`src/pkg/adc_cmd_pkg.sv`:
```
// constants, codes and field positions of the serial command and configuration block
// What this block does
// - short command acts on fourth falling edge
// - command 1110b plus twelve bits, sixteenth edge
// - all ones on 1111b or any reset
// - command input and data output same frame
// - all commands but config read output result
// - 1100b returns four result MSBs, config word
// - D11 selects manual or automatic channel sequencing
// - D10 selects serial clock half or oscillator
// - D9 selects auto restart or convert_start_n
// - D8 selects 21 or 42 conversion clocks
// - D7 sets status pin polarity
// - D6 selects ready interrupt or conversion done
// - D5 zero turns status pin into input
// - D4 zero enables auto doze unless D9, D8 zero
// - D3, D2 power-downs; wake-up sets both
// - D1 appends channel tag bits
// - writing D0 zero resets, bit returns one
// - result captured at done, shown at frame
// - early frame gets previous, late gets current
// - result MSB first, tag, then zeros
// - data output driven only inside frame
// - polarity one phase zero, falling edge sampling
// - codes 0-7 channel, Bh wake, Dh read
package adc_cmd_pkg;

	// ---------------------------------------------
	// widths
	// ---------------------------------------------
	localparam int CFG_W   = 12;
	localparam int CMD_W   = 4;
	localparam int RES_W   = 16;
	localparam int TAG_W   = 3;
	localparam int SHIFT_W = RES_W + TAG_W;

	// ---------------------------------------------
	// configuration word
	// ---------------------------------------------
	localparam logic [CFG_W-1:0] CFG_RESET = 12'hfff;
	localparam int CFG_AUTO_CH   = 11;
	localparam int CFG_CLK_INT   = 10;
	localparam int CFG_TRIG_MAN  = 9;
	localparam int CFG_RATE_SLOW = 8;
	localparam int CFG_POL_LOW   = 7;
	localparam int CFG_FUNC_EOC  = 6;
	localparam int CFG_PIN_OUT   = 5;
	localparam int CFG_DOZE_OFF  = 4;
	localparam int CFG_LIGHT_OFF = 3;
	localparam int CFG_DEEP_OFF  = 2;
	localparam int CFG_TAG_EN    = 1;
	localparam int CFG_RUN       = 0;

	// ---------------------------------------------
	// command codes
	// ---------------------------------------------
	localparam logic [CMD_W-1:0] CMD_CH_MAX     = 4'h7;
	localparam logic [CMD_W-1:0] CMD_WAKE       = 4'hb;
	localparam logic [CMD_W-1:0] CMD_READ_CFG   = 4'hc;
	localparam logic [CMD_W-1:0] CMD_READ_DATA  = 4'hd;
	localparam logic [CMD_W-1:0] CMD_WRITE_CFG  = 4'he;
	localparam logic [CMD_W-1:0] CMD_DEFAULT    = 4'hf;

	// ---------------------------------------------
	// frame edges and timing
	// ---------------------------------------------
	localparam logic [4:0] EDGE_CMD  = 5'h04;
	localparam logic [4:0] EDGE_WORD = 5'h10;
	localparam int SAMPLE_CONVERSION_CLOCK = 3;
	localparam int PERIOD_FAST = 21;
	localparam int PERIOD_SLOW = 42;
	localparam logic [5:0] WAIT_FAST = 6'(SAMPLE_CONVERSION_CLOCK);
	localparam logic [5:0] WAIT_SLOW = 6'(SAMPLE_CONVERSION_CLOCK + PERIOD_SLOW - PERIOD_FAST);
	localparam int CLK_MHZ   = 100;
	localparam int QUIET_NS  = 20;
	localparam int QUIET_CYC = (QUIET_NS * CLK_MHZ + 999) / 1000;
	localparam int OSC_DIV   = 4;

	// ---------------------------------------------
	// trigger states
	// ---------------------------------------------
	typedef enum logic [2:0] {
		TRG_IDLE = 3'h1,
		TRG_CONV = 3'h2,
		TRG_WAIT = 3'h4
	} trig_state_e;

endpackage

```
`src/pkg/pin_evt_if.sv`:
```
// synchronised pin levels and edges of the serial link
`timescale 1ns/1ps
interface pin_evt_if;
	logic sclk_fall;
	logic fs_fall;
	logic fs_rise;
	logic fs_low;
	logic sdi;
	logic convert_start_n_fall;
	logic ext_rst;
	logic chain_in;
	modport src (output sclk_fall, fs_fall, fs_rise, fs_low, sdi, convert_start_n_fall, ext_rst, chain_in);
	modport dst (input sclk_fall, fs_fall, fs_rise, fs_low, sdi, convert_start_n_fall, ext_rst, chain_in);
endinterface

```
`src/rtl/link_sampler.sv`:
```
// two-stage synchronisers and edge detection for the link pins
`timescale 1ns/1ps
module link_sampler (
	// clock and reset
	input  wire logic i_clk,
	input  wire logic i_rst,
	// raw pins: chain, reset_n, convert_start_n_n, sdi, fs_n, sclk
	input  wire logic [5:0] i_pins,
	// synchronised events
	pin_evt_if.src    evt
);
	localparam logic [5:0] IDLE_LVL = 6'h1b;

	logic [5:0] s1_reg;
	logic [5:0] s2_reg;
	logic [5:0] s3_reg;

	// per pin: two flops, then a delayed copy for edges
	genvar gi;
	generate
		for (gi = 0; gi < 6; gi++) begin : g_sync
			always_ff @(posedge i_clk) begin
				if (i_rst) begin
					s1_reg[gi] <= IDLE_LVL[gi];
					s2_reg[gi] <= IDLE_LVL[gi];
					s3_reg[gi] <= IDLE_LVL[gi];
				end else begin
					s1_reg[gi] <= i_pins[gi];
					s2_reg[gi] <= s1_reg[gi];
					s3_reg[gi] <= s2_reg[gi];
				end
			end
		end
	endgenerate

	// edges from second stage against delayed copy, levels from second stage
	assign evt.sclk_fall   = s3_reg[0] & ~s2_reg[0] & ~s2_reg[1];
	assign evt.fs_fall     = s3_reg[1] & ~s2_reg[1];
	assign evt.fs_rise     = ~s3_reg[1] & s2_reg[1];
	assign evt.fs_low      = ~s2_reg[1];
	assign evt.sdi         = s2_reg[2];
	assign evt.convert_start_n_fall = s3_reg[3] & ~s2_reg[3];
	assign evt.ext_rst     = ~s2_reg[4];
	assign evt.chain_in    = s2_reg[5];
endmodule

```
`src/rtl/trigger_timer.sv`:
```
// conversion start sequencing in automatic and manual trigger modes
`timescale 1ns/1ps
module trigger_timer (
	// clock and reset
	input  wire logic i_clk,
	input  wire logic i_rst,
	// controls
	input  wire logic i_conversion_clock_tick,
	input  wire logic i_auto,
	input  wire logic i_slow,
	input  wire logic i_convert_start_n_fall,
	input  wire logic i_conv_done,
	// results
	output logic      o_conv_start,
	output logic      o_sample_end,
	output logic      o_busy
);
	adc_cmd_pkg::trig_state_e state_reg;
	adc_cmd_pkg::trig_state_e state_next;
	logic [5:0] cnt_reg;
	logic [5:0] cnt_inc;
	logic [5:0] wait_len;
	logic       wait_tick;
	logic       start_now;
	logic       end_now;

	// start decisions
	assign wait_len  = i_slow ? adc_cmd_pkg::WAIT_SLOW : adc_cmd_pkg::WAIT_FAST;
	assign cnt_inc   = cnt_reg + 6'h01;
	assign wait_tick = (state_reg == adc_cmd_pkg::TRG_WAIT) & i_conversion_clock_tick & i_auto;
	assign start_now = (i_auto & (state_reg == adc_cmd_pkg::TRG_IDLE))
		| (wait_tick & (cnt_inc == wait_len))
		| (~i_auto & i_convert_start_n_fall & (state_reg != adc_cmd_pkg::TRG_CONV));
	assign end_now   = (wait_tick & (cnt_inc == adc_cmd_pkg::WAIT_FAST))
		| (~i_auto & i_convert_start_n_fall & (state_reg != adc_cmd_pkg::TRG_CONV));

	// next state
	always_comb begin
		state_next = state_reg;
		case (state_reg)
			adc_cmd_pkg::TRG_IDLE: begin
				if (start_now) state_next = adc_cmd_pkg::TRG_CONV;
			end
			adc_cmd_pkg::TRG_CONV: begin
				if (i_conv_done) state_next = adc_cmd_pkg::TRG_WAIT;
			end
			adc_cmd_pkg::TRG_WAIT: begin
				if (start_now) state_next = adc_cmd_pkg::TRG_CONV;
			end
			default: state_next = adc_cmd_pkg::TRG_IDLE;
		endcase
	end

	// state, counter and pulses
	always_ff @(posedge i_clk) begin
		if (i_rst) begin
			state_reg    <= adc_cmd_pkg::TRG_IDLE;
			cnt_reg      <= 6'h00;
			o_conv_start <= 1'b0;
			o_sample_end <= 1'b0;
			o_busy       <= 1'b0;
		end else begin
			state_reg    <= state_next;
			cnt_reg      <= (state_reg != adc_cmd_pkg::TRG_WAIT) ? 6'h00 : (wait_tick ? cnt_inc : cnt_reg);
			o_conv_start <= start_now;
			o_sample_end <= end_now;
			o_busy       <= (state_next == adc_cmd_pkg::TRG_CONV);
		end
	end
endmodule

```
`src/rtl/adc_serial_command_config.sv`:
```
// serial command decoder, configuration word and result output of the converter
`timescale 1ns/1ps
module adc_serial_command_config #(
	parameter int NUM_CH  = 8,
	parameter int CH_W    = 3,
	parameter int OSC_DIV = adc_cmd_pkg::OSC_DIV
) (
	// clock and reset
	input  wire logic I_CLOCK,
	input  wire logic I_SYS_RST,
	// serial link pins
	input  wire logic I_SCLK,
	input  wire logic I_FS_N,
	input  wire logic I_SDI,
	output logic      O_SDO,
	output logic      O_SDO_OE,
	// control pins
	input  wire logic I_CONVERT_START_N_N,
	input  wire logic I_RESET_N,
	// shared status pin
	input  wire logic I_STATUS_PIN,
	output logic      O_STATUS_PIN,
	output logic      O_STATUS_PIN_OE,
	// converter core
	input  wire logic                          I_CONV_DONE,
	input  wire logic [adc_cmd_pkg::RES_W-1:0] I_CONV_RESULT,
	output logic                               O_CONV_START,
	output logic                               O_SAMPLE_END,
	output logic                               O_CONVERSION_CLOCK_TICK,
	output logic [CH_W-1:0]                    O_CHANNEL,
	// power and chain
	output logic                               O_LIGHT_PD,
	output logic                               O_DEEP_PD,
	output logic                               O_DOZE,
	output logic                               O_CHAIN_DATA
);
	localparam int SW = adc_cmd_pkg::SHIFT_W;
	localparam int CW = adc_cmd_pkg::CFG_W;
	localparam int TW = adc_cmd_pkg::TAG_W;

	// ---------------------------------------------
	// declarations
	// ---------------------------------------------
	pin_evt_if evt ();
	logic                 soft_rst_reg;
	logic                 rst_int;
	logic [4:0]           cnt_reg;
	logic [4:0]           cnt_inc;
	logic [15:0]          shin_reg;
	logic [15:0]          shin_next;
	logic [3:0]           cmd_reg;
	logic [3:0]           cmd_now;
	logic                 cmd_edge;
	logic                 word_edge;
	logic                 is_chan;
	logic                 is_wake;
	logic                 is_default;
	logic                 is_write;
	logic                 is_rdcfg;
	logic                 wakes_doze;
	logic [CW-1:0]        cfg_reg;
	logic [CW-1:0]        cfg_next;
	logic [CW-1:0]        cfg_wr;
	logic                 soft_req;
	logic [CH_W-1:0]      ch_reg;
	logic [CH_W-1:0]      ch_next;
	logic [CH_W-1:0]      conv_ch_reg;
	logic [CH_W-1:0]      tag_reg;
	logic [15:0]          odr_reg;
	logic                 first_reg;
	logic [SW-1:0]        out_reg;
	logic [SW-1:0]        out_load;
	logic [SW-1:0]        out_next;
	logic                 sclk_div_reg;
	logic [7:0]           osc_cnt_reg;
	logic                 osc_tick;
	logic                 conversion_clock_tick;
	logic                 conv_start;
	logic                 sample_end;
	logic                 busy;
	logic                 irq_reg;
	logic                 irq_clear;
	logic                 pin_level;
	logic                 doze_en;
	logic [5:0]           raw_pins;

	// ---------------------------------------------
	// pin sampling and reset sources
	// ---------------------------------------------
	assign raw_pins = {I_STATUS_PIN, I_RESET_N, I_CONVERT_START_N_N, I_SDI, I_FS_N, I_SCLK};

	link_sampler u_sampler (
		.i_clk  (I_CLOCK),
		.i_rst  (I_SYS_RST),
		.i_pins (raw_pins),
		.evt    (evt)
	);

	// system, pin and software resets combined
	assign rst_int = I_SYS_RST | evt.ext_rst | soft_rst_reg;

	// ---------------------------------------------
	// frame counter and input shifting
	// ---------------------------------------------
	assign cnt_inc   = (cnt_reg == 5'h1f) ? cnt_reg : cnt_reg + 5'h01;
	assign shin_next = {shin_reg[14:0], evt.sdi};
	assign cmd_now   = shin_next[3:0];
	assign cmd_edge  = evt.sclk_fall & evt.fs_low & (cnt_inc == adc_cmd_pkg::EDGE_CMD);
	assign word_edge = evt.sclk_fall & evt.fs_low & (cnt_inc == adc_cmd_pkg::EDGE_WORD);

	// count falling edges inside a frame
	always_ff @(posedge I_CLOCK) begin
		if (rst_int | evt.fs_fall) begin
			cnt_reg  <= 5'h00;
			shin_reg <= 16'h0000;
		end else if (evt.sclk_fall & evt.fs_low) begin
			cnt_reg  <= cnt_inc;
			shin_reg <= shin_next;
		end
	end

	// ---------------------------------------------
	// command decode
	// ---------------------------------------------
	assign is_chan    = cmd_edge & (cmd_now <= adc_cmd_pkg::CMD_CH_MAX);
	assign is_wake    = cmd_edge & (cmd_now == adc_cmd_pkg::CMD_WAKE);
	assign is_default = cmd_edge & (cmd_now == adc_cmd_pkg::CMD_DEFAULT);
	assign is_rdcfg   = cmd_edge & (cmd_now == adc_cmd_pkg::CMD_READ_CFG);
	assign is_write   = word_edge & (cmd_reg == adc_cmd_pkg::CMD_WRITE_CFG);
	assign wakes_doze = is_chan | is_wake | is_default;
	assign cfg_wr     = shin_next[CW-1:0];
	assign soft_req   = is_write & ~cfg_wr[adc_cmd_pkg::CFG_RUN];

	// latch the command at the fourth edge
	always_ff @(posedge I_CLOCK) begin
		if (rst_int) begin
			cmd_reg <= adc_cmd_pkg::CMD_READ_DATA;
		end else if (cmd_edge) begin
			cmd_reg <= cmd_now;
		end
	end

	// ---------------------------------------------
	// configuration word
	// ---------------------------------------------
	// reserved codes fall through unchanged
	always_comb begin
		cfg_next = cfg_reg;
		if (is_default) begin
			cfg_next = adc_cmd_pkg::CFG_RESET;
		end else if (is_wake) begin
			cfg_next[adc_cmd_pkg::CFG_LIGHT_OFF] = 1'b1;
			cfg_next[adc_cmd_pkg::CFG_DEEP_OFF]  = 1'b1;
		end else if (is_write) begin
			cfg_next = soft_req ? adc_cmd_pkg::CFG_RESET : cfg_wr;
		end
	end

	always_ff @(posedge I_CLOCK) begin
		if (rst_int) begin
			cfg_reg <= adc_cmd_pkg::CFG_RESET;
		end else begin
			cfg_reg <= cfg_next;
		end
	end

	// software reset pulse, cleared by the next cycle
	always_ff @(posedge I_CLOCK) begin
		if (I_SYS_RST) begin
			soft_rst_reg <= 1'b0;
		end else begin
			soft_rst_reg <= soft_req;
		end
	end

	// ---------------------------------------------
	// conversion clock and trigger
	// ---------------------------------------------
	assign osc_tick  = (osc_cnt_reg == 8'(OSC_DIV - 1));
	assign conversion_clock_tick = cfg_reg[adc_cmd_pkg::CFG_CLK_INT] ? osc_tick
		: (evt.sclk_fall & sclk_div_reg);

	// serial clock halving and oscillator divider
	always_ff @(posedge I_CLOCK) begin
		if (rst_int) begin
			sclk_div_reg <= 1'b0;
			osc_cnt_reg  <= 8'h00;
			O_CONVERSION_CLOCK_TICK  <= 1'b0;
		end else begin
			sclk_div_reg <= sclk_div_reg ^ evt.sclk_fall;
			osc_cnt_reg  <= osc_tick ? 8'h00 : osc_cnt_reg + 8'h01;
			O_CONVERSION_CLOCK_TICK  <= conversion_clock_tick;
		end
	end

	trigger_timer u_trigger (
		.i_clk         (I_CLOCK),
		.i_rst         (rst_int),
		.i_conversion_clock_tick   (conversion_clock_tick),
		.i_auto        (~cfg_reg[adc_cmd_pkg::CFG_TRIG_MAN]),
		.i_slow        (cfg_reg[adc_cmd_pkg::CFG_RATE_SLOW]),
		.i_convert_start_n_fall (evt.convert_start_n_fall),
		.i_conv_done   (I_CONV_DONE),
		.o_conv_start  (conv_start),
		.o_sample_end  (sample_end),
		.o_busy        (busy)
	);

	assign O_CONV_START = conv_start;
	assign O_SAMPLE_END = sample_end;

	// ---------------------------------------------
	// channel selection
	// ---------------------------------------------
	always_comb begin
		ch_next = ch_reg;
		if (cfg_reg[adc_cmd_pkg::CFG_AUTO_CH] & conv_start) begin
			ch_next = (ch_reg == CH_W'(NUM_CH - 1)) ? '0 : ch_reg + CH_W'(1);
		end else if (is_chan & ~cfg_reg[adc_cmd_pkg::CFG_AUTO_CH]) begin
			ch_next = cmd_now[CH_W-1:0];
		end
	end

	always_ff @(posedge I_CLOCK) begin
		if (rst_int) begin
			ch_reg      <= '0;
			conv_ch_reg <= '0;
		end else begin
			ch_reg      <= ch_next;
			conv_ch_reg <= conv_start ? ch_reg : conv_ch_reg;
		end
	end

	assign O_CHANNEL = ch_reg;

	// ---------------------------------------------
	// output data register and shifter
	// ---------------------------------------------
	// capture result and its channel at done
	always_ff @(posedge I_CLOCK) begin
		if (rst_int) begin
			odr_reg <= 16'h0000;
			tag_reg <= '0;
		end else if (I_CONV_DONE) begin
			odr_reg <= I_CONV_RESULT;
			tag_reg <= conv_ch_reg;
		end
	end

	// frame load: all ones after reset, else result and tag
	assign out_load = first_reg ? {SW{1'b1}}
		: {odr_reg, cfg_reg[adc_cmd_pkg::CFG_TAG_EN] ? TW'(tag_reg) : {TW{1'b0}}};

	always_comb begin
		out_next = out_reg;
		if (evt.fs_fall) begin
			out_next = out_load;
		end else if (is_rdcfg) begin
			out_next = {cfg_reg, 7'h00};
		end else if (evt.sclk_fall & evt.fs_low) begin
			out_next = {out_reg[SW-2:0], 1'b0};
		end
	end

	always_ff @(posedge I_CLOCK) begin
		if (rst_int) begin
			out_reg   <= {SW{1'b1}};
			first_reg <= 1'b1;
			O_SDO_OE  <= 1'b0;
		end else begin
			out_reg   <= out_next;
			first_reg <= first_reg & ~evt.fs_fall;
			O_SDO_OE  <= evt.fs_low & ~evt.fs_rise;
		end
	end

	assign O_SDO = out_reg[SW-1];

	// ---------------------------------------------
	// status pin and power controls
	// ---------------------------------------------
	assign irq_clear = cmd_edge & ~is_rdcfg;
	assign pin_level = cfg_reg[adc_cmd_pkg::CFG_FUNC_EOC] ? ~busy : irq_reg;
	assign doze_en   = ~cfg_reg[adc_cmd_pkg::CFG_DOZE_OFF]
		& (cfg_reg[adc_cmd_pkg::CFG_TRIG_MAN] | cfg_reg[adc_cmd_pkg::CFG_RATE_SLOW]);

	// ready flag: set beats clear
	always_ff @(posedge I_CLOCK) begin
		if (rst_int) begin
			irq_reg <= 1'b0;
		end else begin
			irq_reg <= I_CONV_DONE | (irq_reg & ~irq_clear);
		end
	end

	// registered pin and power outputs
	always_ff @(posedge I_CLOCK) begin
		if (rst_int) begin
			O_STATUS_PIN    <= 1'b0;
			O_STATUS_PIN_OE <= 1'b1;
			O_LIGHT_PD      <= 1'b0;
			O_DEEP_PD       <= 1'b0;
			O_DOZE          <= 1'b0;
			O_CHAIN_DATA    <= 1'b0;
		end else begin
			O_STATUS_PIN    <= pin_level ^ cfg_reg[adc_cmd_pkg::CFG_POL_LOW];
			O_STATUS_PIN_OE <= cfg_reg[adc_cmd_pkg::CFG_PIN_OUT];
			O_LIGHT_PD      <= ~cfg_reg[adc_cmd_pkg::CFG_LIGHT_OFF];
			O_DEEP_PD       <= ~cfg_reg[adc_cmd_pkg::CFG_DEEP_OFF];
			O_DOZE          <= doze_en & (I_CONV_DONE | (O_DOZE & ~conv_start & ~wakes_doze));
			O_CHAIN_DATA    <= ~cfg_reg[adc_cmd_pkg::CFG_PIN_OUT] & evt.chain_in;
		end
	end
endmodule

```
`config.mk`:
```
export PLATFORM = sky130hd
export DESIGN_NAME = adc_serial_command_config
export DESIGN_NICKNAME = d
export VERILOG_FILES = /design/src/pkg/adc_cmd_pkg.sv /design/src/pkg/pin_evt_if.sv /design/src/rtl/link_sampler.sv /design/src/rtl/trigger_timer.sv /design/src/rtl/adc_serial_command_config.sv
export SDC_FILE = /design/constraint.sdc
export NUM_CORES = 1
export LEC_CHECK = 0
export CAP_MARGIN = 20
export CORE_MARGIN = 8
export CORE_UTILIZATION = 30
export CTS_CLUSTER_SIZE = 14
export DETAILED_ROUTE_END_ITERATION = 10
export DONT_BUFFER_PORTS = 1
export SYNTH_ARGS = -nofsm -noshare
export SYNTH_HDL_FRONTEND = slang
export SYNTH_SLANG_ARGS = --single-unit
export TNS_END_PERCENT = 10
```
`constraint.sdc`:
```
create_clock -name I_CLOCK -period 7.55 [get_ports I_CLOCK]
set_clock_uncertainty 0.05 [all_clocks]
set_input_delay 1.51 -clock I_CLOCK [delete_from_list [all_inputs] [get_ports I_CLOCK]]
set_output_delay 1.51 -clock I_CLOCK [all_outputs]
set_load 0.01 [all_outputs]
```
==> flow_metrics.py, run 1 <==
metrics = {
    "status": {
        "run_status": "finished clean",
    },
    "layout": {
        "drive_gt1_share_pct": 11.19,
        "syn_to_final_growth_pct": 14.35,
        "multi_input_area_um2": 2429,
        "final_cell_mix": "123 x dfxtp_1, 63 x nor2_1, 47 x nand2_1, 37 x a21oi_1, 31 x mux2i_1",
        "largest_reg_flops": 19,
        "fillerInstances": 1648,
        "diodes": 0,
        "nNetsFinal": 582,
        "seqCellArea_um2": 2462,
        "final_cell_area_um2": 5793,
        "final_common_cell": "dfxtp_1",
    },
    "clocking": {
        "htreeDepth": 4,
        "cts_tree": "yes",
        "cts.clk_slew.worst_paths_ps": 60,
        "holdBufCountCts": 0,
        "cts.sink_count": 123,
        "root_buffer": "clkbuf_16",
        "cts_setup_buffers": 0,
        "numCtsBuffers": 17,
        "post_cts_resized": 0,
        "cts.path.max_buffers": 2,
        "insertion_delay_ps": 410,
    },
    "logic_synthesis": {
        "ys_seq_area_share_pct": 48.60,
        "synthArstFlopShare_pct": 0,
        "synth_seq_cells": 123,
        "netlist_instances": 565,
        "syn_area_per_cell_um2": 8.967,
        "synth.distinct_cells": 54,
        "ys_warn_count": 0,
        "synthesis.area_um2": 5066,
        "synthFlopType": "dfxtp_1",
        "synthesis.nets": 597,
        "synth_edf_count": 0,
    },
    "placed_design": {
        "numPortBuffers": 0,
        "gp_congestion": 0.7680,
        "place_hpwl_mm": 7.855,
        "postPlaceCellArea_um2": 5209,
        "pre_cts_ws_ps": 4160,
    },
    "global_routing": {
        "antenna_found_initial": 2,
        "first_global_vias": 3955,
        "grt_pass1_wl_mm": 19.42,
        "track_usage_pct": 11.12,
        "overflow": 0,
        "grt_max_degree": 53,
    },
    "timing": {
        "final-setup-viol-count": 0,
        "rsz0062_at_grt": "no",
        "slew_viol_final": 0,
        "fin_tns_setup_ps": 0,
        "worst_slew_pin_slew_ps": 1000,
        "hold_viol": 0,
        "fmax_mhz": 342.2,
        "setup_ws_ps": 4628,
        "min_period_over_period_pct": 38.70,
        "post-route-min-period_ps": 2922,
        "relSlewSlack_pct": 33.32,
    },
    "worst_setup_path": {
        "critPathRequiredTime_ps": 7800,
        "cpMaxStageDelayCell": "or4_1",
        "path_cells": "nor2_2 -> nand2_2 -> clkinv_2 -> nand3b_1 -> or3_4 -> or4_1 -> nor3_1 -> o31ai_1",
        "cp.arrival_ps": 3170,
        "startpoint_type": "flip-flop",
        "critPathMaxFanout": 26,
        "r2r_setup_slack_ps": 4630,
        "cp_slowest_stage_delay_ps": 760,
        "worst-r2r-cell-count": 8,
        "r2r-start": "u_sampler.s2_reg[1]",
        "critPathKind": "flip-flop to flip-flop",
        "crit_path_end_kind": "flip-flop",
        "rr_endpoint": "out_reg[8]",
    },
    "floorplan": {
        "core_area_um2": 16520,
        "std_cell_rows": 47,
        "die_w_um": 146.0,
        "start_util_pct": 30.66,
        "ios": 39,
        "die_height_um": 146.0,
        "dieArea_um2": 21300,
    },
    "hold_path": {
        "min_from": "u_sampler.s1_reg[4]",
        "min_path_cells": 1,
        "whs_endpoint": "u_sampler.s2_reg[4]",
        "hp-class": "flip-flop to flip-flop",
    },
    "route": {
        "dr.pass1.iters": 5,
        "dr_total_vias": 3874,
        "ant_nets": 0,
        "first_iter_violations": 272,
        "drt-vias-per-instance": 4.948,
        "wl_mm": 11.29,
        "wl_per_cell_um": 14.42,
        "remaining_drc_errors": 0,
    },
    "pwr": {
        "powerDensity_nw_per_um2": 260.9,
        "max-vdd-ir-drop_mv": 0.1410,
        "power.static_leakage_nw": 2.075,
        "power_mw": 1.511,
    },
    "flow_run": {
        "max-cap-violations": 0,
    },
}
==> worst max-delay path, delay by kind of cell (launching register included) <==
| family | cells | cell delay [ps] |
|---|---|---|
| buffers and inverters | 1 | 330 |
| AO/OA/AOI/OAI | 1 | 100 |
| AND/OR/NAND/NOR | 6 | 1980 |
| flip-flops | 1 | 340 |
==> synth_stat cells (all sizes together), types with 8 or more instances <==
| cell type | number | share of area (%) |
|---|---|---|
| nor2 | 64 | 4.8 |
| buf | 9 | 0.89 |
| xor2 | 9 | 1.6 |
| or2 | 13 | 1.6 |
| nor3 | 32 | 3.8 |
| o21ai | 33 | 3.3 |
| o31ai | 15 | 2.2 |
| a31oi | 8 | 0.99 |
| nand2 | 48 | 3.6 |
| nor3b | 13 | 2.0 |
| dfxtp | 123 | 49 |
| xnor2 | 9 | 1.6 |
| nor2b | 20 | 2.5 |
| clkbuf | 28 | 2.1 |
| mux2i | 31 | 6.1 |
| a21oi | 37 | 3.7 |
==> cell families after synthesis <==
| group | after synthesis | share of synthesized area [%] |
|---|---|---|
| flip-flops | 123 | 48.60 |
| adder cells (fa/ha/maj) | 7 | 1.729 |
| AND/OR/NAND/NOR | 231 | 23.93 |
| buffers and inverters | 44 | 3.507 |
| AO/OA/AOI/OAI | 111 | 12.99 |
| XOR/XNOR | 18 | 3.112 |
| multiplexers | 31 | 6.125 |
==> worst max-delay path by stage <==
stage | startpoint | endpoint | slack [ps] | depth (start not counted)
after detailed placement | I_SYS_RST | cnt_reg[3] | 4160 | 3
after CTS | u_sampler.s2_reg[1] | out_reg[7] | 4600 | 8
final | u_sampler.s2_reg[1] | out_reg[8] | 4630 | 8
after floorplan | I_SYS_RST | cfg_reg[10] | 4930 | 4
after global routing | u_sampler.s2_reg[1] | out_reg[7] | 4360 | 8
after global placement | I_SYS_RST | cnt_reg[3] | 4300 | 3
==> through the flow <==
| stage | instances | util [%] | hold WS, ps |
|---|---|---|---|
| floorplan | 565 | - | 339.5 |
| global route | 783 | 35.06 | 372.6 |
| detailed placement | 750 | 31.52 | 348.6 |
| global placement | 750 | 31.52 | 343.4 |
| CTS | 782 | 35.01 | 363.3 |
| finish | 783 | 35.06 | 359.2 |
==> layout make-up <==
| class | count | area share [%] |
|---|---|---|
| repair buffers | 3 | 0.3888 |
| clock inverters | 15 | 2.613 |
| well taps | 220 | 4.752 |
| flip-flops and latches | 123 | 42.51 |
| clock buffers | 17 | 7.343 |
| multi-input cells | 398 | 41.92 |
| inverters | 7 | 0.4752 |
==> where the power goes <==
group / internal [mW] / switching, mW / total, mW
clock network: 0.464 / 0.321 / 0.785
registers: 0.666 / 0.0118 / 0.678
logic: 0.0204 / 0.0287 / 0.0491
==> layer usage <==
| layer | track usage (%) | wire length, µm | up-vias | share of wire (%) |
|---|---|---|---|---|
| met5 | 0 | 16 | - | 0.14 |
| met4 | 5.049 | 224 | 4 | 2.0 |
| met3 | 4.198 | 643 | 17 | 5.7 |
| met2 | 18.07 | 5523 | 68 | 49 |
| met1 | 12.75 | 4882 | 1840 | 43 |
| li1 | - | - | 1945 | - |
No activity file was read; power rests on OpenSTA's default activity.
==> inputs of run 2 (changes only) <==
==> constraint.sdc (replaced) <==
create_clock -name I_CLOCK -period 3.05 [get_ports I_CLOCK]
set_clock_uncertainty 0.05 [all_clocks]
set_input_delay 0.61 -clock I_CLOCK [delete_from_list [all_inputs] [get_ports I_CLOCK]]
set_output_delay 0.61 -clock I_CLOCK [all_outputs]
set_load 0.01 [all_outputs]
==> flow_metrics.py, run 2 (synthesis results as in run 1) <==
metrics = {
    "worst_setup_path": {
        "startpoint_type": "flip-flop",
        "cp.arrival_ps": 2840,
        "r2r_setup_slack_ps": 450,
        "r2r-start": "cnt_reg[1]",
        "rr_endpoint": "out_reg[12]",
        "worst-r2r-cell-count": 8,
        "crit_path_end_kind": "flip-flop",
        "cp-startpoint": "cnt_reg[1]",
        "critPathKind": "flip-flop to flip-flop",
        "critPathRequiredTime_ps": 3290,
        "setup.worst_path.end": "out_reg[12]",
        "critPathMaxFanout": 16,
    },
    "pwr": {
        "max-vdd-ir-drop_mv": 0.2996,
        "power_mw": 3.872,
        "powerDensity_nw_per_um2": 658.8,
        "power.static_leakage_nw": 2.125,
    },
    "clocking": {
        "post_cts_resized": 0,
        "cts_setup_buffers": 0,
        "cts.sink_count": 123,
        "root_buffer": "clkbuf_16",
        "cts.clk_slew.worst_paths_ps": 60,
        "cts.path.max_buffers": 2,
        "numCtsBuffers": 17,
        "insertion_delay_ps": 410,
        "htreeDepth": 4,
        "holdBufCountCts": 0,
        "cts_tree": "yes",
    },
    "floorplan": {
        "core_area_um2": 16520,
        "dieArea_um2": 21300,
        "start_util_pct": 30.66,
        "die_height_um": 146.0,
        "die_w_um": 146.0,
        "ios": 39,
        "std_cell_rows": 47,
    },
    "hold_path": {
        "hp-class": "primary input to flip-flop",
    },
    "placed_design": {
        "pre_cts_ws_ps": 478.0,
        "postPlaceCellArea_um2": 5261,
        "place_hpwl_mm": 7.947,
        "gp_congestion": 0.7667,
        "numPortBuffers": 0,
    },
    "timing": {
        "final-setup-viol-count": 0,
        "min_period_over_period_pct": 85.26,
        "setup_ws_ps": 449.5,
        "rsz0062_at_grt": "no",
        "fin_tns_setup_ps": 0,
        "post-route-min-period_ps": 2600,
        "slew_viol_final": 0,
        "relSlewSlack_pct": 45.30,
        "holdWs_ps": 209.2,
        "hold_viol": 0,
        "fmax_mhz": 384.5,
        "worst_slew_pin_slew_ps": 817.5,
    },
    "global_routing": {
        "grt_pass1_wl_mm": 19.67,
        "track_usage_pct": 11.43,
        "grt_max_degree": 30,
        "overflow": 0,
        "antenna_found_initial": 2,
        "first_global_vias": 3839,
    },
    "route": {
        "first_iter_violations": 220,
        "wl_mm": 11.55,
        "dr_total_vias": 3869,
        "ant_nets": 0,
        "wl_per_cell_um": 14.60,
        "drt-vias-per-instance": 4.891,
        "dr.pass1.iters": 4,
        "remaining_drc_errors": 0,
    },
    "layout": {
        "final_common_cell": "dfxtp_1",
        "final_cell_area_um2": 5878,
        "drive_gt1_share_pct": 11.78,
        "fillerInstances": 1632,
        "seqCellArea_um2": 2462,
        "final_cell_mix": "123 x dfxtp_1, 63 x nor2_1, 47 x nand2_1, 37 x a21oi_1, 31 x mux2i_1",
        "nNetsFinal": 588,
        "multi_input_area_um2": 2429,
        "largest_reg_flops": 19,
        "syn_to_final_growth_pct": 16.03,
    },
    "status": {
        "run_status": "finished clean",
    },
    "flow_run": {
        "max-cap-violations": 0,
    },
}
[run 2: cell type report]
cell class / count / area share [%]
sequential: 123 / 41.89
clock inverter: 10 / 2.341
multi-input combinational: 398 / 41.32
inverter: 7 / 0.4683
timing repair buffer: 9 / 1.149
antenna: 2 / 0.08514
clock buffer: 22 / 8.067
tap: 220 / 4.683
[run 2: through the flow]
stage | utilization [%] | instances
after global placement | 31.84 | 757
after detailed placement | 31.84 | 757
after floorplan | - | 565
after CTS | 35.54 | 789
after global routing | 35.57 | 791
final | 35.57 | 791
[run 2: worst min-delay path by stage]
stage | startpoint | end | cells after the start
3_3_place_gp | u_sampler.s1_reg[0] | u_sampler.s2_reg[0] | 1
2_1_floorplan | u_sampler.s1_reg[0] | u_sampler.s2_reg[0] | 1
6_report | I_SYS_RST | u_sampler.s1_reg[5] | 1
4_1_cts | I_SYS_RST | u_sampler.s1_reg[5] | 1
5_1_grt | I_SYS_RST | u_sampler.s1_reg[2] | 1
3_5_place_dp | u_sampler.s1_reg[0] | u_sampler.s2_reg[0] | 1
[run 2: layer usage]
metal | track usage (%) | share of wire [%] | up-vias
li1 | - | - | 1955
met1 | 12.77 | 44 | 1831
met2 | 18.63 | 49 | 64
met3 | 4.540 | 5.5 | 19
met4 | 5.622 | 2.3 | 0
met5 | 0 | 0 | -
[run 2: where the power goes]
part	internal [mW]	leakage (nW)	switching, mW
Sequential	1.65	1.00	0.0293
Combinational	0.0525	0.828	0.0738
Clock	1.35	0.297	0.719
Total	3.05	2.13	0.822
[run 2: critical path, stage by stage, from the launching register on]
cell     delay [ps]
dfxtp_1         430
ha_1            320
nor3b_2         200
a31oi_1          50
or3_4           470
or4_1           420
buf_4           220
nor3_1          210
o31ai_1         100
